**config.mk**
```make
export PLATFORM = sky130hd
export DESIGN_NAME = timer_width_capture_oneshot
export DESIGN_NICKNAME = d
export VERILOG_FILES = /design/src/verilog/timer_pkg.sv /design/src/verilog/timer_width_capture_oneshot.sv
export SDC_FILE = /design/constraint.sdc
export NUM_CORES = 1
export LEC_CHECK = 0
export ABC_AREA = 0
export ABC_CLOCK_PERIOD_IN_PS = 6800
export BUFFER_PORTS_ARGS = -buffer_cell sky130_fd_sc_hd__buf_2
export CAP_MARGIN = 40
export CORE_ASPECT_RATIO = 0.75
export CORE_UTILIZATION = 45
export DETAILED_ROUTE_END_ITERATION = 16
export MAX_ROUTING_LAYER = met4
export PLACE_DENSITY = 0.62
export SLEW_MARGIN = 20
export SYNTH_ARGS = -nofsm -noshare
export SYNTH_HDL_FRONTEND = slang
export SYNTH_SLANG_ARGS = --single-unit
```
**constraint.sdc**
```tcl
create_clock -name pclk -period 6.8 [get_ports pclk]
set_input_delay 0.68 -clock pclk [delete_from_list [all_inputs] [get_ports pclk]]
set_output_delay 0.68 -clock pclk [all_outputs]
set_load 0.02 [all_outputs]
```
**src/verilog/timer_pkg.sv**
```systemverilog
package timer_pkg;

    localparam int CNT_W = 16;
    localparam int ADDR_W = 8;

    // Register byte offsets, one aligned 32-bit word each
    localparam logic [7:0] ADDR_MODE = 8'h00;
    localparam logic [7:0] ADDR_TRIG = 8'h04;
    localparam logic [7:0] ADDR_EN = 8'h08;
    localparam logic [7:0] ADDR_MDATA = 8'h0c;
    localparam logic [7:0] ADDR_SDATA = 8'h10;
    localparam logic [7:0] ADDR_MCNT = 8'h14;
    localparam logic [7:0] ADDR_SCNT = 8'h18;
    localparam logic [7:0] ADDR_STAT = 8'h1c;
    localparam logic [7:0] ADDR_ISC = 8'h20;

    // Trigger register bits
    localparam int TRIG_START_M = 0;
    localparam int TRIG_START_S = 1;
    localparam int TRIG_STOP_M = 2;
    localparam int TRIG_STOP_S = 3;

    localparam int OVF_BIT = 0;
    localparam int ISC_LIN_BIT = 1;
    localparam int MODE_W = 7;

    // Mode register, bit 0 at the bottom of the struct
    typedef struct packed {
        logic out_value;
        logic out_en;
        logic out_level;
        logic cks;
        logic [1:0] cis;
        logic oneshot;
    } mode_reg_type;

    localparam logic [MODE_W-1:0] MODE_RST = 7'h00;

    localparam logic [1:0] CIS_FALL = 2'h0;
    localparam logic [1:0] CIS_RISE = 2'h1;
    localparam logic [1:0] CIS_LOW = 2'h2;
    localparam logic [1:0] CIS_HIGH = 2'h3;

    localparam logic [CNT_W-1:0] CNT_ZERO = 16'h0000;
    localparam logic [CNT_W-1:0] CNT_ONE = 16'h0001;
    localparam logic [CNT_W-1:0] CNT_FULL = 16'hffff;

    typedef struct packed {
        logic rise;
        logic fall;
    } edge_type;

    typedef enum logic [2:0] {
        ST_IDLE = 3'b001,
        ST_WAIT = 3'b010,
        ST_COUNT = 3'b100
    } chan_state_type;

endpackage : timer_pkg

```
**src/verilog/timer_width_capture_oneshot.sv**
```systemverilog
// Notes on behaviour
// - Width mode: start trigger sets enable and waits for start edge.
// - Start edge clears counter to 0000H, then counts up per count tick.
// - Capture edge copies counter to data register, done pulse same edge.
// - Capture sets overflow bit 0 if wrapped during measurement, else clears.
// - After capture counter holds captured value plus one, waits again.
// - Overflow is one cumulative bit; repeated wraps look the same.
// - Edge select 10B measures low width, 11B measures high width.
// - High width: rise starts, fall captures; low width the reverse.
// - Input is sampled on the selected operating tick.
// - Width = period x (10000H x overflow + captured + 1).
// - Stop trigger clears enable, counter and overflow are held.
// - Start and stop trigger bits self-clear and read as zero.
// - Master loads data on trigger, counts down, done at 0000H.
// - Slave starts on master done, loads, counts down, done at 0000H.
// - Slave pin active one tick after master done, off at 0000H.
// - Delay is master data plus 2 ticks; width is slave data ticks.
// - Software master start also launches a one-shot sequence.
// - Pair is even master channel n and slave channel n+1.
//
// The address map and register access over APB are this design's own decisions.
`timescale 1ns/1ps
module timer_width_capture_oneshot
    import timer_pkg::*;
(
    input wire logic pclk,
    input wire logic presetn,
    input wire logic psel,
    input wire logic penable,
    input wire logic pwrite,
    input wire logic [ADDR_W-1:0] paddr,
    input wire logic [31:0] pwdata,
    output logic [31:0] prdata,
    output logic pready,
    output logic pslverr,
    input wire logic count_tick0,
    input wire logic count_tick1,
    input wire logic timer_input_pin,
    input wire logic serial_receive_pin,
    output logic [1:0] channel_enable_status,
    output logic channel_done_irq,
    output logic slave_done_irq,
    output logic slave_output_pin
);

    mode_reg_type mode_ff;
    logic [CNT_W-1:0] channel_data_reg_ff;
    logic [CNT_W-1:0] slave_data_reg_ff;
    logic [CNT_W-1:0] channel_counter_ff;
    logic [CNT_W-1:0] nxt_channel_counter;
    logic [CNT_W-1:0] slave_counter_ff;
    logic [CNT_W-1:0] nxt_slave_counter;
    logic overflow_flag_ff;
    logic ovf_acc_ff;
    logic nxt_ovf_acc;
    logic lin_input_route_bit_ff;
    logic [1:0] en_ff;
    logic [31:0] prdata_ff;
    logic pslverr_ff;
    chan_state_type mstate_ff;
    chan_state_type nxt_mstate;
    chan_state_type sstate_ff;
    chan_state_type nxt_sstate;
    logic sync1_ff;
    logic sync2_ff;
    logic sync3_ff;
    logic level_ff;
    logic sample_ff;
    logic mpend_ff;
    logic spend_ff;
    logic active_ff;
    logic nxt_active;
    logic pin_ff;
    logic mdone_ff;
    logic sdone_ff;
    logic capture;
    logic mdone;
    logic sdone;
    logic tick;
    logic raw_in;
    logic wr;
    logic setup;
    logic mapped;
    logic start_m;
    logic start_s;
    logic stop_m;
    logic stop_s;
    logic start_edge;
    logic cap_edge;
    logic trig_edge;
    logic mtrig;
    edge_type edges;

    assign wr = psel & penable & pwrite;
    assign setup = psel & ~penable;
    assign pready = 1'b1;
    assign prdata = prdata_ff;
    assign pslverr = pslverr_ff;
    assign channel_enable_status = en_ff;
    assign channel_done_irq = mdone_ff;
    assign slave_done_irq = sdone_ff;
    assign slave_output_pin = pin_ff;

    // Triggers are pulses, never stored, so they self-clear
    assign start_m = wr & (paddr == ADDR_TRIG) & pwdata[TRIG_START_M];
    assign start_s = wr & (paddr == ADDR_TRIG) & pwdata[TRIG_START_S];
    assign stop_m = wr & (paddr == ADDR_TRIG) & pwdata[TRIG_STOP_M];
    assign stop_s = wr & (paddr == ADDR_TRIG) & pwdata[TRIG_STOP_S];

    always_comb begin
        case (paddr)
            ADDR_MODE, ADDR_TRIG, ADDR_EN, ADDR_MDATA, ADDR_SDATA,
            ADDR_MCNT, ADDR_SCNT, ADDR_STAT, ADDR_ISC: mapped = 1'b1;
            default: mapped = 1'b0;
        endcase
    end

    // Input routing and sampling
    assign raw_in = lin_input_route_bit_ff ? serial_receive_pin
                                           : timer_input_pin;
    assign tick = mode_ff.cks ? count_tick1 : count_tick0;

    always_ff @(posedge pclk or negedge presetn) begin
        if (!presetn) begin
            sync1_ff <= 1'b0;
            sync2_ff <= 1'b0;
            sync3_ff <= 1'b0;
            level_ff <= 1'b0;
        end else begin
            sync1_ff <= raw_in;
            sync2_ff <= sync1_ff;
            sync3_ff <= sync2_ff;
            if (sync2_ff == sync3_ff) begin
                level_ff <= sync3_ff;
            end
        end
    end

    // Level is only looked at on the operating tick, so a width can be
    // off by one tick
    always_ff @(posedge pclk or negedge presetn) begin
        if (!presetn) begin
            sample_ff <= 1'b0;
        end else if (tick) begin
            sample_ff <= level_ff;
        end
    end

    assign edges.rise = tick & level_ff & ~sample_ff;
    assign edges.fall = tick & ~level_ff & sample_ff;

    // Low bit of the edge select picks which level is measured
    assign start_edge = mode_ff.cis[0] ? edges.rise : edges.fall;
    assign cap_edge = mode_ff.cis[0] ? edges.fall : edges.rise;

    always_comb begin
        case (mode_ff.cis)
            CIS_FALL: trig_edge = edges.fall;
            CIS_RISE: trig_edge = edges.rise;
            default: trig_edge = edges.rise | edges.fall;
        endcase
    end

    // Either a pin edge or a software start launches a one-shot
    assign mtrig = trig_edge | start_m;

    // Enable status
    always_ff @(posedge pclk or negedge presetn) begin
        if (!presetn) begin
            en_ff <= 2'h0;
        end else begin
            if (stop_m) begin
                en_ff[0] <= 1'b0;
            end else if (start_m) begin
                en_ff[0] <= 1'b1;
            end
            if (stop_s) begin
                en_ff[1] <= 1'b0;
            end else if (start_s) begin
                en_ff[1] <= 1'b1;
            end
        end
    end

    // Master channel (channel n, even): width capture or delay counter
    always_comb begin
        nxt_mstate = mstate_ff;
        nxt_channel_counter = channel_counter_ff;
        nxt_ovf_acc = ovf_acc_ff;
        capture = 1'b0;
        mdone = 1'b0;
        if (stop_m) begin
            nxt_mstate = ST_IDLE;
        end else begin
            case (mstate_ff)
                ST_IDLE: begin
                    // A first software start is already a one-shot trigger
                    if (start_m && mode_ff.oneshot && tick) begin
                        nxt_channel_counter = channel_data_reg_ff;
                        nxt_mstate = ST_COUNT;
                    end else if (start_m) begin
                        nxt_mstate = ST_WAIT;
                    end
                end
                ST_WAIT: begin
                    if (mode_ff.oneshot) begin
                        if (tick && (mpend_ff || mtrig)) begin
                            nxt_channel_counter = channel_data_reg_ff;
                            nxt_mstate = ST_COUNT;
                        end
                    end else if (start_edge) begin
                        nxt_channel_counter = CNT_ZERO;
                        nxt_ovf_acc = 1'b0;
                        nxt_mstate = ST_COUNT;
                    end
                end
                ST_COUNT: begin
                    if (!tick) begin
                        nxt_mstate = ST_COUNT;
                    end else if (mode_ff.oneshot) begin
                        if (channel_counter_ff == CNT_ZERO) begin
                            mdone = 1'b1;
                            nxt_mstate = ST_WAIT;
                        end else begin
                            nxt_channel_counter = channel_counter_ff - CNT_ONE;
                        end
                    end else begin
                        // Halts at captured value plus one
                        nxt_channel_counter = channel_counter_ff + CNT_ONE;
                        if (cap_edge) begin
                            capture = 1'b1;
                            nxt_mstate = ST_WAIT;
                        end else if (channel_counter_ff == CNT_FULL) begin
                            nxt_ovf_acc = 1'b1;
                        end
                    end
                end
                default: nxt_mstate = ST_IDLE;
            endcase
        end
    end

    always_ff @(posedge pclk or negedge presetn) begin
        if (!presetn) begin
            mstate_ff <= ST_IDLE;
            channel_counter_ff <= CNT_ZERO;
            ovf_acc_ff <= 1'b0;
        end else begin
            mstate_ff <= nxt_mstate;
            channel_counter_ff <= nxt_channel_counter;
            ovf_acc_ff <= nxt_ovf_acc;
        end
    end

    // Pending trigger between ticks; only a start arms it, from idle or waiting; pin edges come only on ticks
    always_ff @(posedge pclk or negedge presetn) begin
        if (!presetn) begin
            mpend_ff <= 1'b0;
        end else if (mstate_ff == ST_COUNT || tick || stop_m) begin
            mpend_ff <= 1'b0;
        end else if (mode_ff.oneshot &&
                     (start_m || (mstate_ff == ST_WAIT && trig_edge))) begin
            mpend_ff <= 1'b1;
        end
    end

    // Captured width and its overflow, valid together with the done pulse
    always_ff @(posedge pclk or negedge presetn) begin
        if (!presetn) begin
            overflow_flag_ff <= 1'b0;
        end else if (capture) begin
            overflow_flag_ff <= ovf_acc_ff;
        end
    end

    always_ff @(posedge pclk or negedge presetn) begin
        if (!presetn) begin
            mdone_ff <= 1'b0;
            sdone_ff <= 1'b0;
        end else begin
            mdone_ff <= capture | mdone;
            sdone_ff <= sdone;
        end
    end

    // Slave channel (n+1): started by master done, one tick later
    always_ff @(posedge pclk or negedge presetn) begin
        if (!presetn) begin
            spend_ff <= 1'b0;
        end else if (sstate_ff != ST_WAIT || stop_s) begin
            spend_ff <= 1'b0;
        end else if (mdone) begin
            spend_ff <= 1'b1;
        end else if (tick) begin
            spend_ff <= 1'b0;
        end
    end

    always_comb begin
        nxt_sstate = sstate_ff;
        nxt_slave_counter = slave_counter_ff;
        nxt_active = active_ff;
        sdone = 1'b0;
        if (stop_s) begin
            nxt_sstate = ST_IDLE; // Pin level is held on stop
        end else begin
            case (sstate_ff)
                ST_IDLE: begin
                    if (start_s) begin
                        nxt_sstate = ST_WAIT;
                    end
                end
                ST_WAIT: begin
                    if (tick && spend_ff && mode_ff.oneshot) begin
                        nxt_slave_counter = slave_data_reg_ff;
                        if (slave_data_reg_ff == CNT_ZERO) begin
                            sdone = 1'b1;
                        end else begin
                            nxt_active = 1'b1;
                            nxt_sstate = ST_COUNT;
                        end
                    end
                end
                ST_COUNT: begin
                    if (tick) begin
                        nxt_slave_counter = slave_counter_ff - CNT_ONE;
                        if (slave_counter_ff <= CNT_ONE) begin
                            nxt_slave_counter = CNT_ZERO;
                            nxt_active = 1'b0;
                            sdone = 1'b1;
                            nxt_sstate = ST_WAIT;
                        end
                    end
                end
                default: nxt_sstate = ST_IDLE;
            endcase
        end
    end

    always_ff @(posedge pclk or negedge presetn) begin
        if (!presetn) begin
            sstate_ff <= ST_IDLE;
            slave_counter_ff <= CNT_ZERO;
            active_ff <= 1'b0;
        end else begin
            sstate_ff <= nxt_sstate;
            slave_counter_ff <= nxt_slave_counter;
            active_ff <= nxt_active;
        end
    end

    // Output stage: level bit inverts the active sense, value bit is the
    // idle level while the timer does not own the pin
    always_ff @(posedge pclk or negedge presetn) begin
        if (!presetn) begin
            pin_ff <= 1'b0;
        end else if (mode_ff.out_en) begin
            pin_ff <= active_ff ^ mode_ff.out_level;
        end else begin
            pin_ff <= mode_ff.out_value;
        end
    end

    // Register writes; a capture in the same cycle wins over software
    always_ff @(posedge pclk or negedge presetn) begin
        if (!presetn) begin
            mode_ff <= mode_reg_type'(MODE_RST);
            lin_input_route_bit_ff <= 1'b0;
            slave_data_reg_ff <= CNT_ZERO;
        end else if (wr) begin
            if (paddr == ADDR_MODE) begin
                mode_ff <= mode_reg_type'(pwdata[MODE_W-1:0]);
            end
            if (paddr == ADDR_ISC) begin
                lin_input_route_bit_ff <= pwdata[ISC_LIN_BIT];
            end
            if (paddr == ADDR_SDATA) begin
                slave_data_reg_ff <= pwdata[CNT_W-1:0];
            end
        end
    end

    always_ff @(posedge pclk or negedge presetn) begin
        if (!presetn) begin
            channel_data_reg_ff <= CNT_ZERO;
        end else if (capture) begin
            channel_data_reg_ff <= channel_counter_ff;
        end else if (wr && paddr == ADDR_MDATA) begin
            channel_data_reg_ff <= pwdata[CNT_W-1:0];
        end
    end

    // Read data is taken in the setup cycle and held through access
    always_ff @(posedge pclk or negedge presetn) begin
        if (!presetn) begin
            prdata_ff <= 32'h0000_0000;
            pslverr_ff <= 1'b0;
        end else if (setup) begin
            pslverr_ff <= ~mapped;
            prdata_ff <= 32'h0000_0000;
            case (paddr)
                ADDR_MODE: prdata_ff[MODE_W-1:0] <= mode_ff;
                ADDR_EN: prdata_ff[1:0] <= en_ff;
                ADDR_MDATA: prdata_ff[CNT_W-1:0] <= channel_data_reg_ff;
                ADDR_SDATA: prdata_ff[CNT_W-1:0] <= slave_data_reg_ff;
                ADDR_MCNT: prdata_ff[CNT_W-1:0] <= channel_counter_ff;
                ADDR_SCNT: prdata_ff[CNT_W-1:0] <= slave_counter_ff;
                ADDR_STAT: prdata_ff[OVF_BIT] <= overflow_flag_ff;
                ADDR_ISC: prdata_ff[ISC_LIN_BIT] <= lin_input_route_bit_ff;
                default: prdata_ff <= 32'h0000_0000;
            endcase
        end
    end

endmodule : timer_width_capture_oneshot
```
==> qor.yml <==
run_status:
  status: "finished clean"
setup_path:
  critPathRequiredTime_ns: 7.05
  path_max_fanout: 20
  critPathCaptureType: "register"
  arrival_ns: 3.29
  critPathLaunchType: "register"
  criticalPathCategory: "register to register"
layout:
  fin_nets: 854
  antenna_cells: 0
  drive_above_1_share: 0.180
  final_cell_area_mm2: 0.00763
  area_growth_syn_to_layout_pct: 10.6
  multi_input_area_mm2: 0.00384
  seqCellArea_mm2: 0.00276
  fillers: 1386
yosys:
  ys_warn_count: 0
  synth_compound_area_frac: 0.233
  synth-simple-area-share: 0.186
  synth_fa_ha_area_frac: 0.0334
  syn_inst: 750
  syn_avg_cell_area_um2: 9.20
  ys_seq_area_frac: 0.399
  synthDistinctLibCells: 80
  ys_async_sr_fraction: 1.00
  yosysTopAreaCellShare: 0.392
  synth_area_mm2: 0.00690
  synthTopCellsByArea: "dfrtp_1, a21oi_1, nand2_1"
  synth_top_family_by_area: "compound AO/OA/AOI/OAI gates"
  synth_top_cell_by_area: "dfrtp_1"
  ys_seq_elements: 110
  synthXorXnorAreaFrac: 0.0140
  yosys-mux-area-fraction: 0.0803
  ys.flop_type: "dfrtp_1"
  synth_edf_count: 0
timing:
  fin_crit_sh: 0.448
  clock_skew_ns: 0.00785
  period_minus_slack_ns: 3.04
  holdWs_ns: 0.272
  hold_viol: 0
  setup_ws_ns: 3.76
  fmax_mhz: 328
  rsz0062_at_grt: "false"
  max_slew_margin: 0.444
  setup_tns_ns: 0
  setup_violations: 0
  tightest_slew_ns: 0.833
  slew_viol_final: 0
floorplanning:
  dieWidth_um: 145
  die_y_um: 109
  dieArea_mm2: 0.0158
  fp-row-count: 38
  start_util: 0.468
  io_pins: 88
  core_area_mm2: 0.0147
clocking:
  root_buffer: "clkbuf_16"
  cts_tree: "built"
  cts_max_level: 3
  cts.clk_slew.worst_paths_ns: 0.08
  cts_hold_buf: 0
  cts_resized: 0
  clock_path_buffers: 2
  clock-sinks: 110
  numCtsBuffers: 9
  cts_setup_buffers: 0
  clock_latency_ns: 0.35
routing:
  routedWlPerCell_um: 20.2
  drc: 0
  vias_per_cell: 6.26
  totalWireLength_um: 20100
  drt-initial-drc-count: 659
  dr.pass1.iters: 8
  vias: 6214
  ant_nets: 0
pwr:
  clkPwrFrac: 0.252
  power.internal_mw: 1.34
  switchingPower_mw: 0.859
  peakVddDrop_v: 0.000176
  power_density_mw_per_mm2: 289
  leakagePower_nw: 3.43
  p_sw_frac: 0.390
  pwr-share-seq: 0.379
  power.total_mw: 2.20
  p_comb_frac: 0.369
place:
  hpwl_um: 14700
  port_buffers: 54
  dp_slack_ns: 3.62
  globalplace.congestion: 0.976
  dpl_cell_area_mm2: 0.00732
job:
  drv_cap: 0
global_routing:
  grt_max_degree: 47
  grt_pass1_vias: 5822
  grt_pass1_wl_um: 32400
  grt.total_usage: 0.272
  antenna_found_initial: 0
  grt-ovfl-total: 0
hold_path:
  worstHoldPathType: "input pin to async pin"
routing by layer:
layer	share of wire	up-vias	wire length, um	track usage
met2	0.43	282	8560	0.393
li1	-	2853	-	-
met4	0.019	0	375	0.0805
met5	0	-	0	-
met3	0.079	33	1590	0.0519
met1	0.48	3046	9570	0.386
critical path, cell delays in order, from the launching register on:
cell,delay [ns]
dfrtp_1,0.49
buf_8,0.22
ha_1,0.36
o211a_1,0.24
a21oi_1,0.33
a211oi_1,0.21
a2111oi_0,0.64
o311ai_0,0.22
o22a_1,0.23
power by group through the flow:
stage / combinational (mW) / sequential (mW) / clock [mW]
after floorplan: 0.692 / 0.792 / 0
after global placement: 0.776 / 0.844 / 0
after detailed placement: 0.800 / 0.847 / 0
after CTS: 0.803 / 0.834 / 0.566
after global routing: 0.910 / 0.845 / 0.592
final: 0.812 / 0.836 / 0.555
cell type report:
cell class              instances  share of cell area
repair buffers                 69              0.0561
multi-input cells             585               0.504
well taps                     200              0.0328
clock inverters                 6             0.00869
clock buffers                  10              0.0313
flip-flops and latches        110               0.361
inverters                      13             0.00640
flip-flops by register name, summed over array words and instances, names as in the netlist, 2 cells and up:
register and count:
channel_counter_ff 16, channel_data_reg_ff 16, channel_enable_status 2, mode_ff 7
mstate_ff 3, prdata 16, slave_counter_ff 16, slave_data_reg_ff 16
sstate_ff 3
final timing paths:
path                            start                endpoint  slack, ns  cells past startpoint
setup / recovery           mode_ff[0]  channel_counter_ff[13]       3.76                      8
hold / removal                presetn                sync3_ff       0.27                      1
setup reg to reg           mode_ff[0]  channel_counter_ff[13]       3.76                      8
hold reg to reg              sync1_ff                sync2_ff       0.37                      0
max in group asynchronous     presetn        overflow_flag_ff       5.41                      3
min in group pclk            sync1_ff                sync2_ff       0.37                      0
cells in the final DEF (no fill, tap or decap), types with 13 or more instances in the layout:
master   count
a22oi_1     18
mux2_2      27
nor2_1      59
buf_2       53
conb_1      17
inv_1       13
a22o_1      14
nand2_1     82
dfrtp_1    108
a21oi_1     63
ha_1        16
nor3_1      20
o21ai_0     35
mux2i_1     22
cell families after synthesis:
| group | count (synthesis) |
|---|---|
| AND/OR/NAND/NOR | 257 |
| AO/OA/AOI/OAI | 231 |
| flip-flops | 110 |
| buffers and inverters | 70 |
| multiplexers | 51 |
| adder cells (fa/ha/maj) | 18 |
| XOR/XNOR | 11 |
| other | 2 |
per-stage QoR:
step                       util  std cells
after floorplan               -        765
after global placement    0.490        970
after detailed placement  0.496        976
after CTS                 0.517        992
after global routing      0.518        993
final                     0.518        993
cell usage after synthesis, drive strengths merged, types with 5 or more instances:
cell type  instances
o21ai             36
nor3              21
nand2             82
a21oi             72
a22o              14
mux2              29
and2              10
mux2i             22
and3              10
ha                16
nor2              59
a22oi             18
a211oi             5
a222oi             9
or3               10
nand4              9
xnor2              8
a21o              10
a32oi              7
nor4              12
nand2b             8
clkbuf            32
nand3b             5
nand3              9
or4                5
inv               13
a31oi             13
buf               25
dfrtp            108
(Power assumes the default switching activity.)
